**src/hw/vic_pkg.sv**
```systemverilog
/*
 * Shared constants of the vectored interrupt controller: register indices,
 * field positions, reset values, source numbers and the sequencer states.
 * Assumes an APB slave with 32-bit data; byte address is four times the index.
 */
package vic_pkg;

    // Source count and request numbers
    localparam int VIC_NUM_SRC = 6;
    localparam logic [2:0] VIC_SRC_PIN_B = 3'h0;
    localparam logic [2:0] VIC_SRC_PIN_C = 3'h1;
    localparam logic [2:0] VIC_SRC_PIN_A = 3'h2;
    localparam logic [2:0] VIC_SRC_T16 = 3'h3;
    localparam logic [2:0] VIC_SRC_T8 = 3'h4;
    localparam logic [2:0] VIC_SRC_LVD = 3'h5;

    // Register indices (byte address = index * 4)
    localparam logic [9:0] VIC_IDX_PINS = 10'h0F0;
    localparam logic [9:0] VIC_IDX_CFG = 10'h0F1;
    localparam logic [9:0] VIC_IDX_EVT_STAT = 10'h0F4;
    localparam logic [9:0] VIC_IDX_EVT_CLR = 10'h0F5;
    localparam logic [9:0] VIC_IDX_EVT_EN = 10'h0F6;
    localparam logic [9:0] VIC_IDX_VEC = 10'h0F8;
    localparam logic [9:0] VIC_IDX_PRIO = 10'h0F9;
    localparam logic [9:0] VIC_IDX_REQ = 10'h0FA;
    localparam logic [9:0] VIC_IDX_MASK = 10'h0FB;

    // Field positions
    localparam int VIC_REQ_EDGE_LSB = 6;
    localparam int VIC_MASK_GIE_BIT = 7;
    localparam int VIC_PINS_A_BIT = 1;
    localparam int VIC_PINS_B_BIT = 2;
    localparam int VIC_PINS_C_BIT = 3;
    localparam int VIC_CFG_ANALOG_BIT = 0;
    localparam int VIC_EVT_SERVED_BIT = 0;
    localparam int VIC_EVT_POLLED_BIT = 1;

    // Reset values
    localparam logic [5:0] VIC_PEND_RST = 6'h00;
    localparam logic [1:0] VIC_EDGE_RST = 2'h0;
    localparam logic [5:0] VIC_MASK_RST = 6'h00;
    localparam logic [2:0] VIC_PRIO_RST = 3'h0;
    localparam logic [1:0] VIC_EVT_RST = 2'h0;

    // Edge select codes held in the two top request bits
    localparam logic [1:0] VIC_EDGE_FF = 2'h0;
    localparam logic [1:0] VIC_EDGE_BOTH = 2'h3;

    // Interrupt machine cycle sequencer
    typedef enum logic [2:0] {
        VIC_IDLE,
        VIC_SAVE,
        VIC_FETCH_HI,
        VIC_FETCH_LO
    } vic_state_e;

    // True for every index that the slave answers
    function automatic logic vicIsMapped(input logic [9:0] idx);
        vicIsMapped = (idx == VIC_IDX_PINS) || (idx == VIC_IDX_CFG) || (idx == VIC_IDX_EVT_STAT) ||
            (idx == VIC_IDX_EVT_CLR) || (idx == VIC_IDX_EVT_EN) || (idx == VIC_IDX_VEC) ||
            (idx == VIC_IDX_PRIO) || (idx == VIC_IDX_REQ) || (idx == VIC_IDX_MASK);
    endfunction

endpackage

```
**src/hw/vic_edge_detect.sv**
```systemverilog
/*
 * Single-line edge detector with separate rising and falling enables.
 * Assumes the input level is already synchronous to clock.
 */
`timescale 1ns/1ps
module vic_edge_detect
    import vic_pkg::*;
(
    input wire logic clock,
    input wire logic srst,
    input wire logic level,
    input wire logic riseEn,
    input wire logic fallEn,
    output logic detect
);

    typedef struct packed {
        logic armed;
        logic prev;
    } vic_edge_s;

    vic_edge_s st_r;
    vic_edge_s st_nxt;

    // Armed only after one sample, so reset never fakes an edge
    always_comb begin
        st_nxt = st_r;
        st_nxt.armed = 1'b1;
        st_nxt.prev = level;
    end

    always_ff @(posedge clock) begin
        if (srst) begin
            st_r <= '0;
        end else begin
            st_r <= st_nxt;
        end
    end

    // Compares last sample with the present one
    assign detect = st_r.armed && ((riseEn && !st_r.prev && level) || (fallEn && st_r.prev && !level));

endmodule

```
**src/hw/vic_ctrl.sv**
```systemverilog
/*
 * Vectored interrupt controller: six latched requests, programmable priority,
 * interrupt machine cycle with a two-byte vector fetch, APB register slave.
 * Assumes pins and event pulses synchronous to clock, and a program memory
 * port that answers a held request with memValid some cycles later.
 */
`timescale 1ns/1ps
module vic_ctrl
    import vic_pkg::*;
#(
    parameter int ADDR_W = 16
) (
    input wire logic clock,
    input wire logic srst,
    input wire logic psel,
    input wire logic penable,
    input wire logic pwrite,
    input wire logic [11:0] paddr,
    input wire logic [31:0] pwdata,
    output logic [31:0] prdata,
    output logic pready,
    output logic pslverr,
    input wire logic edgePinA,
    input wire logic edgePinB,
    input wire logic levelPinC,
    input wire logic compInOne,
    input wire logic compInTwo,
    input wire logic timerInputEvt,
    input wire logic timerSixteenEvt,
    input wire logic timerEightEvt,
    input wire logic lowVoltageEvt,
    input wire logic coreBoundary,
    input wire logic coreReturn,
    output logic intCycle,
    output logic saveContext,
    output logic memReq,
    output logic [ADDR_W-1:0] memAddr,
    input wire logic [7:0] memData,
    input wire logic memValid,
    output logic vectorLoad,
    output logic [15:0] vector,
    output logic smrLevelC,
    output logic irq
);

    // The vector table sits in the lowest twelve bytes
    if (ADDR_W < 4 || ADDR_W > 32) begin : g_bad_width
        $error("vic_ctrl: ADDR_W must lie between 4 and 32");
    end

    typedef struct packed {
        logic [31:0] prdata;
        logic [5:0] pend;
        logic [1:0] edgeSel;
        logic [5:0] mask;
        logic gie;
        logic [2:0] prio;
        logic analog;
        logic [1:0] evtStat;
        logic [1:0] evtEn;
        vic_state_e state;
        logic [2:0] src;
        logic [7:0] vecHi;
        logic [15:0] vector;
        logic memReq;
        logic [ADDR_W-1:0] memAddr;
        logic saveCtx;
        logic vecLoad;
        logic smrC;
    } vic_ctrl_s;

    vic_ctrl_s st_r;
    vic_ctrl_s st_nxt;

    logic [9:0] regIdx;
    logic aligned;
    logic mapped;
    logic rdSetup;
    logic wrAcc;
    logic wrReq;
    logic src0Level;
    logic src2Level;
    logic det0;
    logic det1;
    logic det2;
    logic [5:0] newReq;
    logic [5:0] enabledPend;
    logic grant;
    logic [2:0] grantSrc;

    // Rotating order: prio names the top source, the rest follow upward
    function automatic logic [2:0] vicPick(input logic [5:0] req, input logic [2:0] top);
        logic [2:0] pick;
        int idx;
        pick = 3'h0;
        for (int i = VIC_NUM_SRC - 1; i >= 0; i--) begin
            idx = (int'(top) + i) % VIC_NUM_SRC;
            if (req[idx]) begin
                pick = 3'(idx);
            end
        end
        return pick;
    endfunction

    // APB decode; zero wait states, so every access ends in one access cycle
    assign regIdx = paddr[11:2];
    assign aligned = (paddr[1:0] == 2'h0);
    assign mapped = aligned && vicIsMapped(regIdx);
    assign rdSetup = psel && !penable && !pwrite;
    assign wrAcc = psel && penable && pwrite && mapped;
    assign wrReq = wrAcc && (regIdx == VIC_IDX_REQ);
    assign pready = 1'b1;
    assign pslverr = psel && penable && !mapped;

    // Comparators replace the pins as sources in analog mode
    assign src0Level = st_r.analog ? compInTwo : edgePinB;
    assign src2Level = st_r.analog ? compInOne : edgePinA;

    // Edge select decode: 00 F/F, 01 F/R, 10 R/F, 11 both
    vic_edge_detect u_det0 (
        .clock(clock), .srst(srst), .level(src0Level),
        .riseEn(st_r.edgeSel[0]), .fallEn(!st_r.edgeSel[0] || st_r.edgeSel[1]),
        .detect(det0)
    );
    vic_edge_detect u_det1 (
        .clock(clock), .srst(srst), .level(levelPinC),
        .riseEn(1'b0), .fallEn(1'b1),
        .detect(det1)
    );
    vic_edge_detect u_det2 (
        .clock(clock), .srst(srst), .level(src2Level),
        .riseEn(st_r.edgeSel[1]), .fallEn(!st_r.edgeSel[1] || st_r.edgeSel[0]),
        .detect(det2)
    );

    // Source map; request 1 is withheld while port 3 is analog
    assign newReq[VIC_SRC_PIN_B] = det0;
    assign newReq[VIC_SRC_PIN_C] = det1 && !st_r.analog;
    assign newReq[VIC_SRC_PIN_A] = det2 || timerInputEvt;
    assign newReq[VIC_SRC_T16] = timerSixteenEvt;
    assign newReq[VIC_SRC_T8] = timerEightEvt;
    assign newReq[VIC_SRC_LVD] = lowVoltageEvt;

    // Grant only at an instruction boundary with interrupts enabled
    assign enabledPend = st_r.pend & st_r.mask;
    assign grantSrc = vicPick(enabledPend, st_r.prio);
    assign grant = (st_r.state == VIC_IDLE) && st_r.gie && coreBoundary && (enabledPend != 6'h00);

    // Next state: register writes, request latching, machine cycle sequencer
    always_comb begin
        st_nxt = st_r;
        st_nxt.saveCtx = 1'b0;
        st_nxt.vecLoad = 1'b0;
        st_nxt.smrC = st_r.analog && levelPinC;
        st_nxt.prdata = 32'h0000_0000;

        // Read data captured in the setup cycle, shown in the access cycle
        if (rdSetup && aligned) begin
            if (regIdx == VIC_IDX_REQ) begin
                st_nxt.prdata = {24'h00_0000, st_r.edgeSel, st_r.pend};
            end else if (regIdx == VIC_IDX_MASK) begin
                st_nxt.prdata = {24'h00_0000, st_r.gie, 1'b0, st_r.mask};
            end else if (regIdx == VIC_IDX_PRIO) begin
                st_nxt.prdata = {29'h0000_0000, st_r.prio};
            end else if (regIdx == VIC_IDX_PINS) begin
                st_nxt.prdata[VIC_PINS_A_BIT] = edgePinA;
                st_nxt.prdata[VIC_PINS_B_BIT] = edgePinB;
                st_nxt.prdata[VIC_PINS_C_BIT] = levelPinC && !st_r.analog;
            end else if (regIdx == VIC_IDX_CFG) begin
                st_nxt.prdata[VIC_CFG_ANALOG_BIT] = st_r.analog;
            end else if (regIdx == VIC_IDX_EVT_STAT) begin
                st_nxt.prdata = {30'h0000_0000, st_r.evtStat};
            end else if (regIdx == VIC_IDX_EVT_EN) begin
                st_nxt.prdata = {30'h0000_0000, st_r.evtEn};
            end else if (regIdx == VIC_IDX_VEC) begin
                st_nxt.prdata = {16'h0000, st_r.vector};
            end else begin
                st_nxt.prdata = 32'h0000_0000;
            end
        end

        // Writes land at the access edge
        if (wrAcc) begin
            if (regIdx == VIC_IDX_REQ) begin
                st_nxt.pend = pwdata[5:0];
                st_nxt.edgeSel = pwdata[VIC_REQ_EDGE_LSB +: 2];
            end else if (regIdx == VIC_IDX_MASK) begin
                st_nxt.mask = pwdata[5:0];
                st_nxt.gie = pwdata[VIC_MASK_GIE_BIT];
            end else if (regIdx == VIC_IDX_PRIO) begin
                st_nxt.prio = pwdata[2:0];
            end else if (regIdx == VIC_IDX_CFG) begin
                st_nxt.analog = pwdata[VIC_CFG_ANALOG_BIT];
            end else if (regIdx == VIC_IDX_EVT_CLR) begin
                st_nxt.evtStat = st_r.evtStat & ~pwdata[1:0];
            end else if (regIdx == VIC_IDX_EVT_EN) begin
                st_nxt.evtEn = pwdata[1:0];
            end
        end

        // Return from service re-enables; a same-cycle grant still wins
        if (coreReturn) begin
            st_nxt.gie = 1'b1;
        end

        // Sequencer
        case (st_r.state)
            VIC_IDLE: begin
                if (grant) begin
                    st_nxt.pend[grantSrc] = 1'b0;
                    st_nxt.gie = 1'b0;
                    st_nxt.src = grantSrc;
                    st_nxt.saveCtx = 1'b1;
                    st_nxt.state = VIC_SAVE;
                end
            end
            VIC_SAVE: begin
                st_nxt.memReq = 1'b1;
                st_nxt.memAddr = {{(ADDR_W - 4){1'b0}}, st_r.src, 1'b0};
                st_nxt.state = VIC_FETCH_HI;
            end
            VIC_FETCH_HI: begin
                if (memValid) begin
                    st_nxt.vecHi = memData;
                    st_nxt.memAddr = {{(ADDR_W - 4){1'b0}}, st_r.src, 1'b1};
                    st_nxt.state = VIC_FETCH_LO;
                end
            end
            VIC_FETCH_LO: begin
                if (memValid) begin
                    st_nxt.vector = {st_r.vecHi, memData};
                    st_nxt.vecLoad = 1'b1;
                    st_nxt.memReq = 1'b0;
                    st_nxt.evtStat[VIC_EVT_SERVED_BIT] = 1'b1;
                    st_nxt.state = VIC_IDLE;
                end
            end
            default: begin
                st_nxt.state = VIC_IDLE;
            end
        endcase

        // New edges set last so they beat a clear in the same cycle
        st_nxt.pend = st_nxt.pend | newReq;
        if ((newReq & ~st_r.mask) != 6'h00) begin
            st_nxt.evtStat[VIC_EVT_POLLED_BIT] = 1'b1;
        end
    end

    // State register
    always_ff @(posedge clock) begin
        if (srst) begin
            st_r <= '0;
            st_r.pend <= VIC_PEND_RST;
            st_r.edgeSel <= VIC_EDGE_RST;
            st_r.mask <= VIC_MASK_RST;
            st_r.prio <= VIC_PRIO_RST;
            st_r.evtStat <= VIC_EVT_RST;
            st_r.evtEn <= VIC_EVT_RST;
            st_r.state <= VIC_IDLE;
        end else begin
            st_r <= st_nxt;
        end
    end

    // Outputs
    assign prdata = st_r.prdata;
    assign intCycle = (st_r.state != VIC_IDLE);
    assign saveContext = st_r.saveCtx;
    assign memReq = st_r.memReq;
    assign memAddr = st_r.memAddr;
    assign vectorLoad = st_r.vecLoad;
    assign vector = st_r.vector;
    assign smrLevelC = st_r.smrC;
    assign irq = (st_r.evtStat & st_r.evtEn) != 2'h0;
endmodule

```
**config.mk**
```make
export PLATFORM = sky130hd
export DESIGN_NAME = vic_ctrl
export DESIGN_NICKNAME = d
export VERILOG_FILES = /design/src/hw/vic_pkg.sv /design/src/hw/vic_edge_detect.sv /design/src/hw/vic_ctrl.sv
export SDC_FILE = /design/constraint.sdc
export NUM_CORES = 1
export LEC_CHECK = 0
export BUFFER_PORTS_ARGS = -buffer_cell sky130_fd_sc_hd__buf_2
export CAP_MARGIN = 5
export CORE_MARGIN = 1.5
export CORE_UTILIZATION = 30
export DETAILED_ROUTE_END_ITERATION = 7
export GPL_TIMING_DRIVEN = 0
export PLACE_DENSITY_LB_ADDON = 0.2
export SLEW_MARGIN = 20
export SYNTH_ARGS = -nofsm -noshare
export SYNTH_HDL_FRONTEND = slang
export SYNTH_HIERARCHICAL = 1
export SYNTH_SLANG_ARGS = --single-unit
export TNS_END_PERCENT = 30
```
**constraint.sdc**
```tcl
create_clock -name clock -period 4.08 [get_ports clock]
set_clock_uncertainty 0.15 [all_clocks]
set_input_delay 0.816 -clock clock [delete_from_list [all_inputs] [get_ports clock]]
set_output_delay 0.816 -clock clock [all_outputs]
set_load 0.03 [all_outputs]
```
### After elaboration in Yosys (flattened, before gate mapping)

Index checks and enable logic that the tools add are counted.

* register bits: 111
* output and inout bits: 72

* add/subtract/negate cells: 5
* div/mod/pow operators: 6
* $lt $le $gt $ge: 8
* equality and inequality tests: 19
* muxes and demuxes: 72
* bitwise logic cells: 18
* reductions and logical operators: 78

Operator list (count)
* $lt A32 B5 Y1 const B: 6
* $mod A32 B4 Y32 const B: 5
* $eq A10 B8 Y1 const B: 9
* $mux W8: 8
* $mod A4 B4 Y32 const B: 1
* $pmux W16 S2: 1
* $mux W3: 10
* $logic_and A1 B1 Y1: 27
* $mux W1: 27
* $mux W23: 1
* $and A6 B6 Y6: 3
* $bmux W1 S3: 6
* $mux W6: 3
* $mux W16: 1
* $mux W15: 1
* $mux W7: 2
* $logic_or A1 B1 Y1: 13
* $mux W2: 6
* $not A6 Y6: 2
* $pmux W3 S4: 1
* $reduce_and A2 Y1: 6
* $reduce_bool A6 Y1: 2
* $logic_not A1 Y1: 11
* $reduce_bool A2 Y1: 5
* 28 further kinds: 49

### Depth between registers and ports, before layout

Gate-level depths: netlist of the first run.

* word-level depth: 20
* mapped depth: 16

### Cells and area by module

The synthesis of the first run kept the hierarchy.

By module, submodules not included
* vic_ctrl: times used 1, cells each 575, area an instance 4779.6 µm²
* vic_edge_detect: times used 3, cells each 7, area an instance 71.3 µm²

### Least setup slack after synthesis of the first run

No wires, ideal clock.

* path type: register to register
* start point: reg st_r[55] (netlist bit)
* end point: reg st_r[72] (netlist bit)
* data arrival time: 3.099 ns
* path slack: 0.745 ns
* stages on the path, launching flop included: 17
* clock period less this slack: 3.335 ns
* cells stage by stage: dfxtp_1 > buf_2 > buf_2 > buf_2 > inv_1 > ha_1 > xor2_1 > inv_1 > ha_1 > nor2b_1 > and3_1 > o221ai_1 > nand3_1 > o211ai_1 > a41o_1 > a21o_1 > a221oi_2

* word-level cells in the longest chain between the ends: 20
* elaborated cells on any way between the ends: 45
* those cells by class: 5 x add/sub; 6 x div; 2 x order compare; 28 x mux; 3 x bitwise; 1 x reduce/logical

Ends and longest elaborated chain
* from (decl): line vic_ctrl.sv:72 `vic_ctrl_s st_r;`
* from (signal assigned): line vic_ctrl.sv:262 `st_r <= st_nxt;`
* $add A3 B3 Y4: line vic_ctrl.sv:97 `idx = (int'(top) + i) % VIC_NUM_SRC;`
* $mod A32 B4 Y32: line vic_ctrl.sv:97
* $bmux W1 S3: line vic_ctrl.sv:98 `if (req[idx]) begin`
* $mux W1 (not written as such) (2 in a row): line vic_ctrl.sv:98
* $mux W3 (5 in a row): line vic_ctrl.sv:98
* $mux W3 (*): line vic_ctrl.sv:98
* $lt A3 B4 Y1 (not written as such) or $ge A3 B1 Y1 (tied branches): line vic_ctrl.sv:210 `st_nxt.pend[grantSrc] = 1'b0;`
* $logic_and A1 B1 Y1 (not written as such): line vic_ctrl.sv:210
* $mux W1 (not written as such): line vic_ctrl.sv:210
* $demux W1 S3 (*): line vic_ctrl.sv:210
* $not A6 Y6 (no line) (*)
* $and A6 B6 Y6 (no line) (*)
* $mux W6 (*): line vic_ctrl.sv:209 `if (grant) begin`
* $mux W6 (*): line vic_ctrl.sv:207 `case (st_r.state)`
* $or A6 B6 Y6 (*): line vic_ctrl.sv:244 `st_nxt.pend = st_nxt.pend | newReq;`

Every way passes the cells marked *; elsewhere a longest branch is shown, timed or not. The select of a mux whose other input is x is not followed.
A chain may end at the register's enable or synchronous reset.

### Worst setup path after layout of the first run

* start point: reg st_r[55] (netlist bit)
* end point: reg st_r[67] (netlist bit)

The elaborated chain is that of the path after synthesis.

==> flow_summary_export.csv, run 1 <==
group,metric,value,unit
flow_run,cap_viol_max_count,0,
detailed_routing,number_of_remaining_drc_errors,0,
worst_setup_path,cpMaxStageDelayCell,"sky130_fd_sc_hd__dfxtp_2",
timing,hold_slack,0.310,ns
yosys,postSynthRegisterBits,82,
timing,maxClockFrequency,0.261,GHz
detailed_routing,dr.first_iter.drc_count,300,
pwr,ir_worst_vdd,0.000194,V
clock_tree,postCtsSetupRepairBufs,0,
clock_tree,numCtsBuffers,9,
worst_setup_path,rrSetupSlack,0.25,ns
worst_setup_path,cp-end-kind,"flip-flop",
floorplan,core_region_area,16100,µm²
detailed_routing,detail_route.wl_per_cell,15.5,µm
yosys,postSynthCellCount,596,
timing,unrepaired_setup_endpoints_after_global_routing,"no",
clock_tree,cts_tree,"done",
grt,vias_in_the_first_global_route,4473,
final_layout,proportion_of_layout_cells_with_a_drive_suffix_above_1,0.290,
clock_tree,clock_pin_transition_on_the_worst_setup_and_hold_timing_paths,0.07,ns
timing,maxSlewViolCount,0,
final_layout,commonest_non_fill_non_tap_cell_in_the_layout,"sky130_fd_sc_hd__buf_2",
floorplan,die_h,132,µm
yosys,synth_flop_cell,"sky130_fd_sc_hd__dfxtp_1",
detailed_routing,viasPerCell,4.88,
worst_setup_path,cp_data_arrival_time,3.90,ns
worst_setup_path,crit_path_frequent_cell,"sky130_fd_sc_hd__clkbuf_4",
worst_setup_path,critical_path_class,"flip-flop to flip-flop",
floorplan,initial_core_util,0.311,
grt,gr-usage-all-layers,0.169,
grt,antenna_violations_before_repair,0,
final_layout,syn_to_final_growth,23.0,%
yosys,netlist-cell-type-count,78,
pwr,leakagePower,2.82,nW
floorplan,io-pin-count,141,
worst_setup_path,critical_path.cell_chain,"clkbuf_4, clkbuf_4, clkbuf_4, inv_1, ha_1, xor2_2, inv_1, ha_1, nor2b_2, a21oi_1, a22oi_2, a2bb2oi_1, a32o_1, a31oi_4, a21boi_1, a31oi_1",
floorplan,design.die.area,17400,µm²
outcome,run_status,"completed",
final_layout,n_antenna_cell,0,
detailed_routing,routed_wirelength,14600,µm
yosys,synth-edff-count,0,
yosys,yosysWarningCount,6,
clock_tree,clk_root_buffer_cell,"sky130_fd_sc_hd__clkbuf_16",
placement,globalplace.congestion,0.878,
clock_tree,worst_skew_pair.late_latency,0.34,ns
grt,grt_start_max_net_pins,18,
timing,finalCritPeriodShare,0.938,
yosys,yosysSeqAreaShare,0.329,
pwr,post-layout-total-power,1.77,mW
clock_tree,cts_hold_buffers,0,
final_layout,fill_cells,1700,
final_layout,final_nets,811,
floorplan,dieWidth,132,µm
grt,grt_util_met2,0.281,
grt,gr-usage-met3,0.0288,
yosys,syn_avg_cell_area,8.38,µm²
worst_setup_path,worst_setup_path_start_kind,"flip-flop",
yosys,syn-cell-area,4990,µm²
timing,finalHoldViolations,0,
detailed_routing,drtPass1Iterations,6,
yosys,async_flop_share,0,
timing,report.final.setup_viol,0,
timing,worstMarginPinSlew,0.921,ns
timing,setup_tns,0,ns
grt,groute.layer.met1.usage,0.219,
detailed_routing,routed-via-count,4610,
placement,place.detailed.hpwl,11600,µm
floorplan,num_rows,46,
timing,finalWorstPathRequiredPeriod,3.83,ns
clock_tree,clock_tree.htree_level_count,3,
worst_setup_path,path_max_fanout,10,
grt,wire_length_of_the_first_global_routing_pass,23500,µm
hold_path,min_path_type,"flip-flop to flip-flop",
grt,grt_overflow_total,0,
grt,globalRoute.busiestLayer,"met2",
timing,max-slew-margin-rel,0.380,
final_layout,most-common-layout-cells,"88 x sky130_fd_sc_hd__buf_2, 80 x sky130_fd_sc_hd__dfxtp_1, 66 x sky130_fd_sc_hd__buf_4, 62 x sky130_fd_sc_hd__nand2_1, 47 x sky130_fd_sc_hd__nor2_1",
placement,port_buffers,87,
detailed_routing,detail-route-antenna-nets,0,
worst_setup_path,worstPathRequired,4.15,ns
pwr,power_density,288,nW/µm²
worst_setup_path,crit_path_max_incr_delay,0.37,ns
clock_tree,cts_sinks,82,
clock_tree,clock_tree.buffer_depth,2,
==> metal layers <==
metal | share of wire | wire [µm] | vias to the layer above
li1 | - | - | 2301
met1 | 0.46 | 6720 | 2150
met2 | 0.47 | 6870 | 142
met3 | 0.051 | 742 | 17
met4 | 0.020 | 287 | 0
met5 | 0 | 0 | -
==> path summary, 6_finish.rpt <==
kind,startpoint,end,cells after the start
max,st_r[55],st_r[67],16
max reg2reg,st_r[55],st_r[67],16
min,st_r[42],st_r[42],2
min reg2reg,st_r[42],st_r[42],2
==> cell usage after synthesis, drive strengths merged (2+ instances only) <==
cell type | n | area share
nand3b | 2 | 0.0030
clkbuf | 15 | 0.011
nor4 | 4 | 0.0050
nor2 | 47 | 0.035
o2111ai | 2 | 0.0035
a211oi | 7 | 0.013
mux2 | 6 | 0.014
nand3 | 26 | 0.026
nand2 | 62 | 0.047
o21a | 4 | 0.0060
a221oi | 4 | 0.011
dfxtp | 82 | 0.33
a21o | 3 | 0.0045
a31o | 3 | 0.0053
o21ai | 18 | 0.020
nand4b | 6 | 0.011
o22ai | 4 | 0.0050
inv | 23 | 0.017
or4 | 2 | 0.0038
ha | 19 | 0.048
nand4 | 4 | 0.0050
or3 | 3 | 0.0048
mux2i | 19 | 0.038
nor2b | 9 | 0.012
a21oi | 34 | 0.035
buf | 72 | 0.11
a21boi | 2 | 0.0038
and2 | 13 | 0.016
o211ai | 7 | 0.012
a31oi | 6 | 0.0088
and4 | 4 | 0.0075
nor3 | 10 | 0.011
a22oi | 6 | 0.010
and3 | 14 | 0.018
nand2b | 7 | 0.0088
conb | 2 | 0.0015
a22o | 18 | 0.032
xnor2 | 3 | 0.0068
a222oi | 4 | 0.0080
==> stage by stage <==
| step | setup slack (ns) | util | instance area, µm² | instances |
|---|---|---|---|---|
| 3_5_place_dp | -0.0732 | 0.362 | 5810 | 928 |
| 5_1_grt | 0.0326 | 0.382 | 6140 | 944 |
| 6_report | 0.254 | 0.382 | 6140 | 944 |
| 4_1_cts | 0.0458 | 0.381 | 6120 | 944 |
| 2_1_floorplan | 0.745 | - | 5100 | 625 |
| 3_3_place_gp | -0.0225 | 0.362 | 5810 | 928 |
==> layout make-up <==
class,instances,area (µm²),share of cell area
Multi-Input combinational cell,433,2810,0.458
Sequential cell,82,1640,0.268
Buffer,87,594,0.0968
Timing Repair Buffer,87,435,0.0709
Tap cell,216,270,0.0440
Clock buffer,9,225,0.0367
Inverter,23,86.3,0.0141
Clock inverter,7,73.8,0.0120
==> flip-flops by register name, summed over array words and instances (netlist names) <==
| name | cells |
|---|---|
| memAddr | 4 |
| memReq | 1 |
| prdata | 16 |
| saveContext | 1 |
| smrLevelC | 1 |
| st_r | 36 |
| u_det0/st_r | 2 |
| u_det1/st_r | 2 |
| u_det2/st_r | 2 |
| vector | 16 |
| vectorLoad | 1 |
==> kinds of logic after synthesis <==
| family | after synthesis | synth area share |
|---|---|---|
| AOI/OAI and AO/OA | 136 | 0.205 |
| xor gates and xnor gates | 4 | 0.00852 |
| adders and majority gates | 19 | 0.0476 |
| buffers and inverters | 110 | 0.135 |
| DFF | 82 | 0.329 |
| muxes | 25 | 0.0516 |
| other | 2 | 0.00150 |
| and+or+nand+nor | 218 | 0.222 |
==> timing repair <==
action	in CTS	in global routing
gates resized for setup	2	8
pin swaps	0	1
setup endpoints to repair	5	9
==> report_power, final <==
group / internal (mW) / leakage (nW) / switching (mW)
clock network: 0.431 / 0.140 / 0.378
registers: 0.808 / 0.665 / 0.00805
logic: 0.0521 / 2.02 / 0.0902
total: 1.29 / 2.82 / 0.476
==> critical path, delay by kind of cell, from the launching register on <==
family	cells	cell delay [ns]
buffers and inverters	5	0.88
XOR/XNOR	1	0.19
adder cells (fa/ha/maj)	2	0.57
AND/OR/NAND/NOR	1	0.05
AO/OA/AOI/OAI	7	1.49
flip-flops	1	0.37
Note: power is estimated with default switching activity, not from simulation.
==> inputs of run 2 (changes only) <==
- RECOVER_POWER: default -> 25
==> run 2 against run 1 <==
  * Via count fell by 0.22%
  * Final cell count unchanged
  * Total power is essentially flat
  * Core utilization shrank 0.20 points
  * Largest cell class unchanged
==> flow_summary_export.csv, run 2 (synthesis gave the netlist of run 1 again) <==
group,metric,value,unit
timing,finalCritPeriodShare,0.934,
clock_tree,clock_pin_transition_on_the_worst_setup_and_hold_timing_paths,0.07,ns
detailed_routing,dr.first_iter.drc_count,280,
pwr,power_density,289,nW/µm²
detailed_routing,viasPerCell,4.87,
detailed_routing,drtPass1Iterations,5,
clock_tree,clock_tree.buffer_depth,2,
pwr,ir_worst_vdd,0.000193,V
floorplan,io-pin-count,141,
timing,unrepaired_setup_endpoints_after_global_routing,"no",
final_layout,final_nets,811,
worst_setup_path,cp-end-kind,"flip-flop",
clock_tree,postCtsSetupRepairBufs,0,
grt,vias_in_the_first_global_route,4473,
final_layout,most-common-layout-cells,"80 x sky130_fd_sc_hd__dfxtp_1, 65 x sky130_fd_sc_hd__buf_4, 65 x sky130_fd_sc_hd__buf_2, 62 x sky130_fd_sc_hd__nand2_1, 47 x sky130_fd_sc_hd__nor2_1",
detailed_routing,number_of_remaining_drc_errors,0,
grt,gr-usage-met3,0.0288,
timing,report.final.setup_viol,0,
hold_path,min_path_type,"flip-flop to flip-flop",
clock_tree,cts_hold_buffers,0,
worst_setup_path,worst_setup_path_start_kind,"flip-flop",
final_layout,fin_util,0.380,
clock_tree,cts_sinks,82,
detailed_routing,detail-route-antenna-nets,0,
grt,antenna_violations_before_repair,0,
final_layout,top_register,"st_r",
pwr,leakagePower,2.72,nW
clock_tree,worst_skew_pair.late_latency,0.35,ns
final_layout,n_antenna_cell,0,
flow_run,cap_viol_max_count,0,
placement,globalplace.congestion,0.878,
worst_setup_path,critical_path_class,"flip-flop to flip-flop",
floorplan,core_region_area,16100,µm²
grt,gr-usage-all-layers,0.169,
detailed_routing,routed-via-count,4600,
timing,finalHoldViolations,0,
worst_setup_path,worstPathRequired,4.19,ns
timing,maxSlewViolCount,0,
worst_setup_path,cp_data_arrival_time,3.93,ns
placement,place.detailed.hpwl,11600,µm
grt,grt_overflow_total,0,
floorplan,num_rows,46,
clock_tree,cts_tree,"done",
final_layout,proportion_of_layout_cells_with_a_drive_suffix_above_1,0.254,
floorplan,die_h,132,µm
clock_tree,numCtsBuffers,9,
grt,grt_util_met2,0.281,
detailed_routing,detail_route.wl_per_cell,15.5,µm
final_layout,commonest_non_fill_non_tap_cell_in_the_layout,"sky130_fd_sc_hd__dfxtp_1",
timing,hold_slack,0.310,ns
detailed_routing,routed_wirelength,14700,µm
placement,port_buffers,87,
clock_tree,clock_tree.htree_level_count,3,
outcome,run_status,"completed",
grt,grt_start_max_net_pins,18,
clock_tree,clk_root_buffer_cell,"sky130_fd_sc_hd__clkbuf_16",
timing,worstMarginPinSlew,0.921,ns
timing,maxClockFrequency,0.262,GHz
floorplan,design.die.area,17400,µm²
final_layout,flip_flop_count_of_the_largest_register_after_layout,36,
timing,max-slew-margin-rel,0.379,
grt,globalRoute.busiestLayer,"met2",
timing,finalWorstPathRequiredPeriod,3.81,ns
final_layout,syn_to_final_growth,22.3,%
floorplan,initial_core_util,0.311,
grt,wire_length_of_the_first_global_routing_pass,23500,µm
worst_setup_path,path_max_fanout,10,
grt,groute.layer.met1.usage,0.219,
floorplan,dieWidth,132,µm
==> run 2: cell types whose count changed in the layout (fill, tap and decap cells not counted) <==
cell / change
sky130_fd_sc_hd__buf_2: -23
sky130_fd_sc_hd__buf_4: -1
sky130_fd_sc_hd__clkbuf_1: +24
sky130_fd_sc_hd__mux2_1: +2
sky130_fd_sc_hd__mux2_2: -2
==> run 2: area by class of cell <==
class                           instances  area [µm²]
Fill cell                            1714        9950
Multi-Input combinational cell        433        2810
Sequential cell                        82        1640
Buffer                                 87         589
Timing Repair Buffer                   87         408
Tap cell                              216         270
Clock buffer                            9         225
Inverter                               23        86.3
Clock inverter                          7        73.8
==> run 2: power breakdown <==
group	total, mW	switching, mW	internal, mW
clock	0.809	0.378	0.431
sequential	0.816	0.00809	0.808
combinational	0.141	0.0901	0.0512
total	1.77	0.476	1.29
==> run 2: worst max-delay path: stages, from the launching register on <==
cell	delay, ns
sky130_fd_sc_hd__dfxtp_2	0.37
sky130_fd_sc_hd__clkbuf_4	0.21
sky130_fd_sc_hd__clkbuf_4	0.22
sky130_fd_sc_hd__clkbuf_4	0.21
sky130_fd_sc_hd__inv_1	0.11
sky130_fd_sc_hd__ha_1	0.26
sky130_fd_sc_hd__xor2_2	0.19
sky130_fd_sc_hd__inv_1	0.13
sky130_fd_sc_hd__ha_1	0.31
sky130_fd_sc_hd__nor2b_2	0.05
sky130_fd_sc_hd__a211oi_1	0.29
sky130_fd_sc_hd__o21ai_1	0.18
sky130_fd_sc_hd__nand3_1	0.20
sky130_fd_sc_hd__o211ai_1	0.14
sky130_fd_sc_hd__a41o_1	0.27
sky130_fd_sc_hd__a21o_1	0.21
sky130_fd_sc_hd__a221oi_2	0.23
==> run 2: through the flow <==
step | TNS, ns | cell area (µm²) | setup WS (ns) | std cells | power [mW]
after CTS | 0 | 6120 | 0.0458 | 944 | 1.78
after global routing | 0 | 6110 | 0.0319 | 944 | 1.83
after detailed placement | -0.141 | 5810 | -0.0732 | 928 | 0.976
after floorplan | 0 | 5100 | 0.745 | 625 | 0.926
final | 0 | 6110 | 0.268 | 944 | 1.77
after global placement | -0.0384 | 5810 | -0.0225 | 928 | 0.976
==> run 2: timing repair <==
item                                    4_1_cts  5_1_grt
gates resized for setup                       2        8
pin swaps                                     0        1
endpoints found under the setup margin        5        9
==> run 2: final timing paths <==
| path | end | start | cells after the start | slack, ns |
|---|---|---|---|---|
| setup reg to reg | st_r[72] | st_r[55] | 16 | 0.27 |
| hold / removal | st_r[42] | st_r[42] | 2 | 0.31 |
| hold reg to reg | st_r[42] | st_r[42] | 2 | 0.31 |
| setup / recovery | st_r[72] | st_r[55] | 16 | 0.27 |
==> run 2: per-layer routing <==
layer	vias up	part of all wire
li1	2296	-
met1	2143	0.45
met2	144	0.47
met3	17	0.054
met4	0	0.019
met5	-	0
==> inputs of run 3 (changes only) <==
- SETUP_SLACK_MARGIN: default -> 0.02
- SYNTH_HIERARCHICAL: 1 -> default
==> run 3 against run 2 <==
  * Core utilization increased by 1.1 points
  * Critical endpoint is now st_r[67]
  * Routed wire length decreased by 7.6%
  * Setup slack got worse by 0.11 ns
  * Flip-flop and latch count decreased by 2
  * Cell area decreased by 1.6%
  * Count of clock-buffer cells in the layout unchanged
  * Synthesized cell count decreased by 4.9%
  * Clock power increased by 5.2%
  * Critical path type unchanged
  * Via count decreased by 5.0%
  * Register-to-register slack got worse by 0.11 ns
==> flow_summary_export.csv, run 3 <==
group,metric,value,unit
detailed_routing,dr.first_iter.drc_count,313,
grt,grt_overflow_total,0,
placement,port_buffers,85,
detailed_routing,detail-route-antenna-nets,0,
outcome,run_status,"completed",
timing,report.final.setup_viol,0,
floorplan,dieWidth,129,µm
worst_setup_path,cp-end-kind,"flip-flop",
worst_setup_path,rr_endpoint,"st_r[67]",
final_layout,commonest_non_fill_non_tap_cell_in_the_layout,"sky130_fd_sc_hd__dfxtp_1",
yosys,postSynthRegisterBits,80,
yosys,synth_flop_cell,"sky130_fd_sc_hd__dfxtp_1",
yosys,yosys.area.top_type_share,0.335,
clock_tree,cts_sinks,80,
yosys,synth_mux_area_frac,0.0817,
timing,maxSlewViolCount,0,
detailed_routing,drtPass1Iterations,5,
worst_setup_path,cpMaxStageDelayCell,"sky130_fd_sc_hd__dfxtp_2",
grt,vias_in_the_first_global_route,4019,
yosys,synth_top_cell_by_area,"sky130_fd_sc_hd__dfxtp_1",
timing,max-slew-margin-rel,0.335,
final_layout,multi_input_area,2680,µm²
hold_path,hp-start,"st_r[41]",
floorplan,num_rows,45,
hold_path,min_path_type,"flip-flop to flip-flop",
yosys,yosys.cell_count.top_type,"sky130_fd_sc_hd__dfxtp_1",
final_layout,proportion_of_layout_cells_with_a_drive_suffix_above_1,0.290,
timing,unrepaired_setup_endpoints_after_global_routing,"no",
worst_setup_path,critical_path.cell_chain,"buf_6, buf_8, buf_6, inv_1, ha_2, xor2_4, inv_2, ha_1, nor2b_2, a21o_1, buf_4, o2111ai_4, o21ai_1, or3_1, o211ai_2, a21oi_2, or2_1, a41oi_1",
floorplan,design.die.area,16700,µm²
detailed_routing,routed-via-count,4368,
detailed_routing,viasPerCell,4.80,
yosys,syn_avg_cell_area,8.43,µm²
detailed_routing,detail_route.wl_per_cell,14.9,µm
yosys,async_flop_share,0,
yosys,netlist-cell-type-count,68,
grt,gr-usage-all-layers,0.162,
floorplan,io-pin-count,141,
clock_tree,clock_pin_transition_on_the_worst_setup_and_hold_timing_paths,0.07,ns
yosys,yosysSeqAreaShare,0.335,
yosys,yosysWarningCount,0,
final_layout,final_area,6010,µm²
worst_setup_path,cp_data_arrival_time,4.04,ns
yosys,synthSimpleGateAreaFrac,0.187,
clock_tree,cts_tree,"done",
yosys,netlist_top_cells_area,"sky130_fd_sc_hd__dfxtp_1 34%, sky130_fd_sc_hd__buf_4 10%, sky130_fd_sc_hd__mux2i_1 4.4%",
final_layout,n_antenna_cell,0,
clock_tree,worst_skew_pair.late_latency,0.34,ns
clock_tree,clock_tree.htree_level_count,3,
final_layout,final_nets,778,
yosys,postSynthCellCount,567,
detailed_routing,number_of_remaining_drc_errors,0,
timing,finalHoldViolations,0,
pwr,leakagePower,2.69,nW
timing,hold_slack,0.308,ns
grt,antenna_violations_before_repair,0,
timing,finalWorstPathRequiredPeriod,3.93,ns
placement,place.detailed.hpwl,10600,µm
yosys,synth_adder_area_share,0.0393,
worst_setup_path,launching_element_of_the_worst_setup_path,"st_r[55]",
yosys,synth_compound_gate_area_share,0.197,
worst_setup_path,rrSetupSlack,0.15,ns
worst_setup_path,critical_path_class,"flip-flop to flip-flop",
final_layout,flip_flop_count_of_the_largest_register_after_layout,36,
worst_setup_path,path_max_fanout,10,
worst_setup_path,critical_path.top_delay_family,"compound AO/OA/AOI/OAI gates",
placement,dpl_cell_area,5580,µm²
yosys,ys_top_cells_by_count,"80 x sky130_fd_sc_hd__dfxtp_1, 65 x sky130_fd_sc_hd__buf_4, 52 x sky130_fd_sc_hd__nor2_1",
clock_tree,numCtsBuffers,9,
final_layout,layout.area.seq,1610,µm²
timing,worstMarginPinSlew,0.984,ns
final_layout,most-common-layout-cells,"77 x sky130_fd_sc_hd__dfxtp_1, 75 x sky130_fd_sc_hd__buf_2, 70 x sky130_fd_sc_hd__buf_4, 52 x sky130_fd_sc_hd__nor2_1, 49 x sky130_fd_sc_hd__nand2_1",
clock_tree,clock_tree.buffer_depth,2,
worst_setup_path,worstPathRequired,4.19,ns
pwr,ir_worst_vdd,0.000195,V
grt,grt_start_max_net_pins,17,
worst_setup_path,timing.critical_path.buf_inv,6,
grt,wire_length_of_the_first_global_routing_pass,21100,µm
worst_setup_path,rr_worst_depth,18,
floorplan,die_h,129,µm
clock_tree,clk_root_buffer_cell,"sky130_fd_sc_hd__clkbuf_16",
yosys,synth_xor_xnor_area_share,0.0152,
worst_setup_path,worst_setup_path_start_kind,"flip-flop",
worst_setup_path,path_depth,18,
worst_setup_path,worstReg2RegStart,"st_r[55]",
floorplan,core_region_area,15400,µm²
final_layout,fill_cells,1605,
yosys,syn-cell-area,4780,µm²
yosys,synth-edff-count,0,
worst_setup_path,crit_path_max_incr_delay,0.37,ns
floorplan,initial_core_util,0.311,
pwr,power_density,296,nW/µm²
clock_tree,cts_hold_buffers,0,
detailed_routing,routed_wirelength,13500,µm
placement,globalplace.congestion,0.874,
final_layout,top_register,"st_r",
timing,finalCritPeriodShare,0.962,
worst_setup_path,critical_path.endpoint,"st_r[67]",
yosys,main_combinational_cell_family_by_area_after_synthesis,"compound AO/OA/AOI/OAI gates",
worst_setup_path,crit_path_frequent_cell,"sky130_fd_sc_hd__buf_6",
flow_run,cap_viol_max_count,0,
final_layout,syn_to_final_growth,25.8,%
timing,maxClockFrequency,0.255,GHz
==> run 3: cell count changes in the layout (fill, tap and decap cells not counted), sizes merged, moves of 5 or more <==
cell,delta
buf,+18
clkbuf,-15
nand2,-12
and3,-9
nand3,-8
a211oi,-6
nor2,+6
nand4b,-5
==> run 3: worst min path at each step <==
stage | end | slack [ns] | cells after the start
2_1_floorplan | st_r[36] | 0.29 | 2
3_3_place_gp | st_r[41] | 0.29 | 2
3_5_place_dp | st_r[41] | 0.30 | 2
4_1_cts | st_r[41] | 0.31 | 2
5_1_grt | vector[14] | 0.33 | 1
6_report | st_r[41] | 0.31 | 2
==> run 3: worst min-delay path: stages, from the launching register on <==
cell                      delay [ns]
sky130_fd_sc_hd__dfxtp_1        0.31
sky130_fd_sc_hd__nand2_1        0.05
sky130_fd_sc_hd__a21oi_1        0.05
==> run 3: cell type report <==
cell class                 instances  area share
multi-input combinational        401       0.445
sequential                        80       0.267
buffer                            87       0.102
timing repair buffer              90      0.0747
tap                              211      0.0439
clock buffer                       9      0.0375
inverter                          25      0.0156
clock inverter                     7      0.0144
==> run 3: power by group <==
part | switching, mW | internal, mW | leakage, nW
Sequential | 0.00683 | 0.788 | 0.649
Combinational | 0.0871 | 0.0495 | 1.89
Clock | 0.361 | 0.489 | 0.151
Total | 0.455 | 1.33 | 2.69
==> run 3: what timing repair did <==
item,4_1_cts,5_1_grt
gates resized for setup,9,18
pin swaps,3,4
setup buffers,2,3
endpoints found under the setup margin,9,9
==> run 3: cell families (layout without fill, tap and decap cells) <==
logic type,count (synthesis),after routing
simple gates,186,186
compound gates,133,133
buf+inv,113,218
flops,80,80
mux,34,34
fa+ha+maj,15,15
xor+xnor,4,4
other cells,2,29
==> run 3: per-layer routing <==
layer / track usage / share of wire
met2: 0.257 / 0.45
met4: 0.0377 / 0.0083
met3: 0.0339 / 0.055
met5: 0 / 0
met1: 0.227 / 0.48
==> run 3: metrics by stage <==
| stage | power (mW) | worst slack (ns) | TNS, ns | cells | util |
|---|---|---|---|---|---|
| final | 1.78 | 0.154 | 0 | 910 | 0.391 |
| after floorplan | 0.902 | 0.364 | 0 | 594 | - |
| after CTS | 1.79 | 0.0326 | 0 | 907 | 0.386 |
| after global routing | 1.84 | 0.00920 | 0 | 910 | 0.391 |
| after global placement | 0.947 | -0.455 | -2.80 | 890 | 0.362 |
| after detailed placement | 0.948 | -0.516 | -2.80 | 890 | 0.363 |
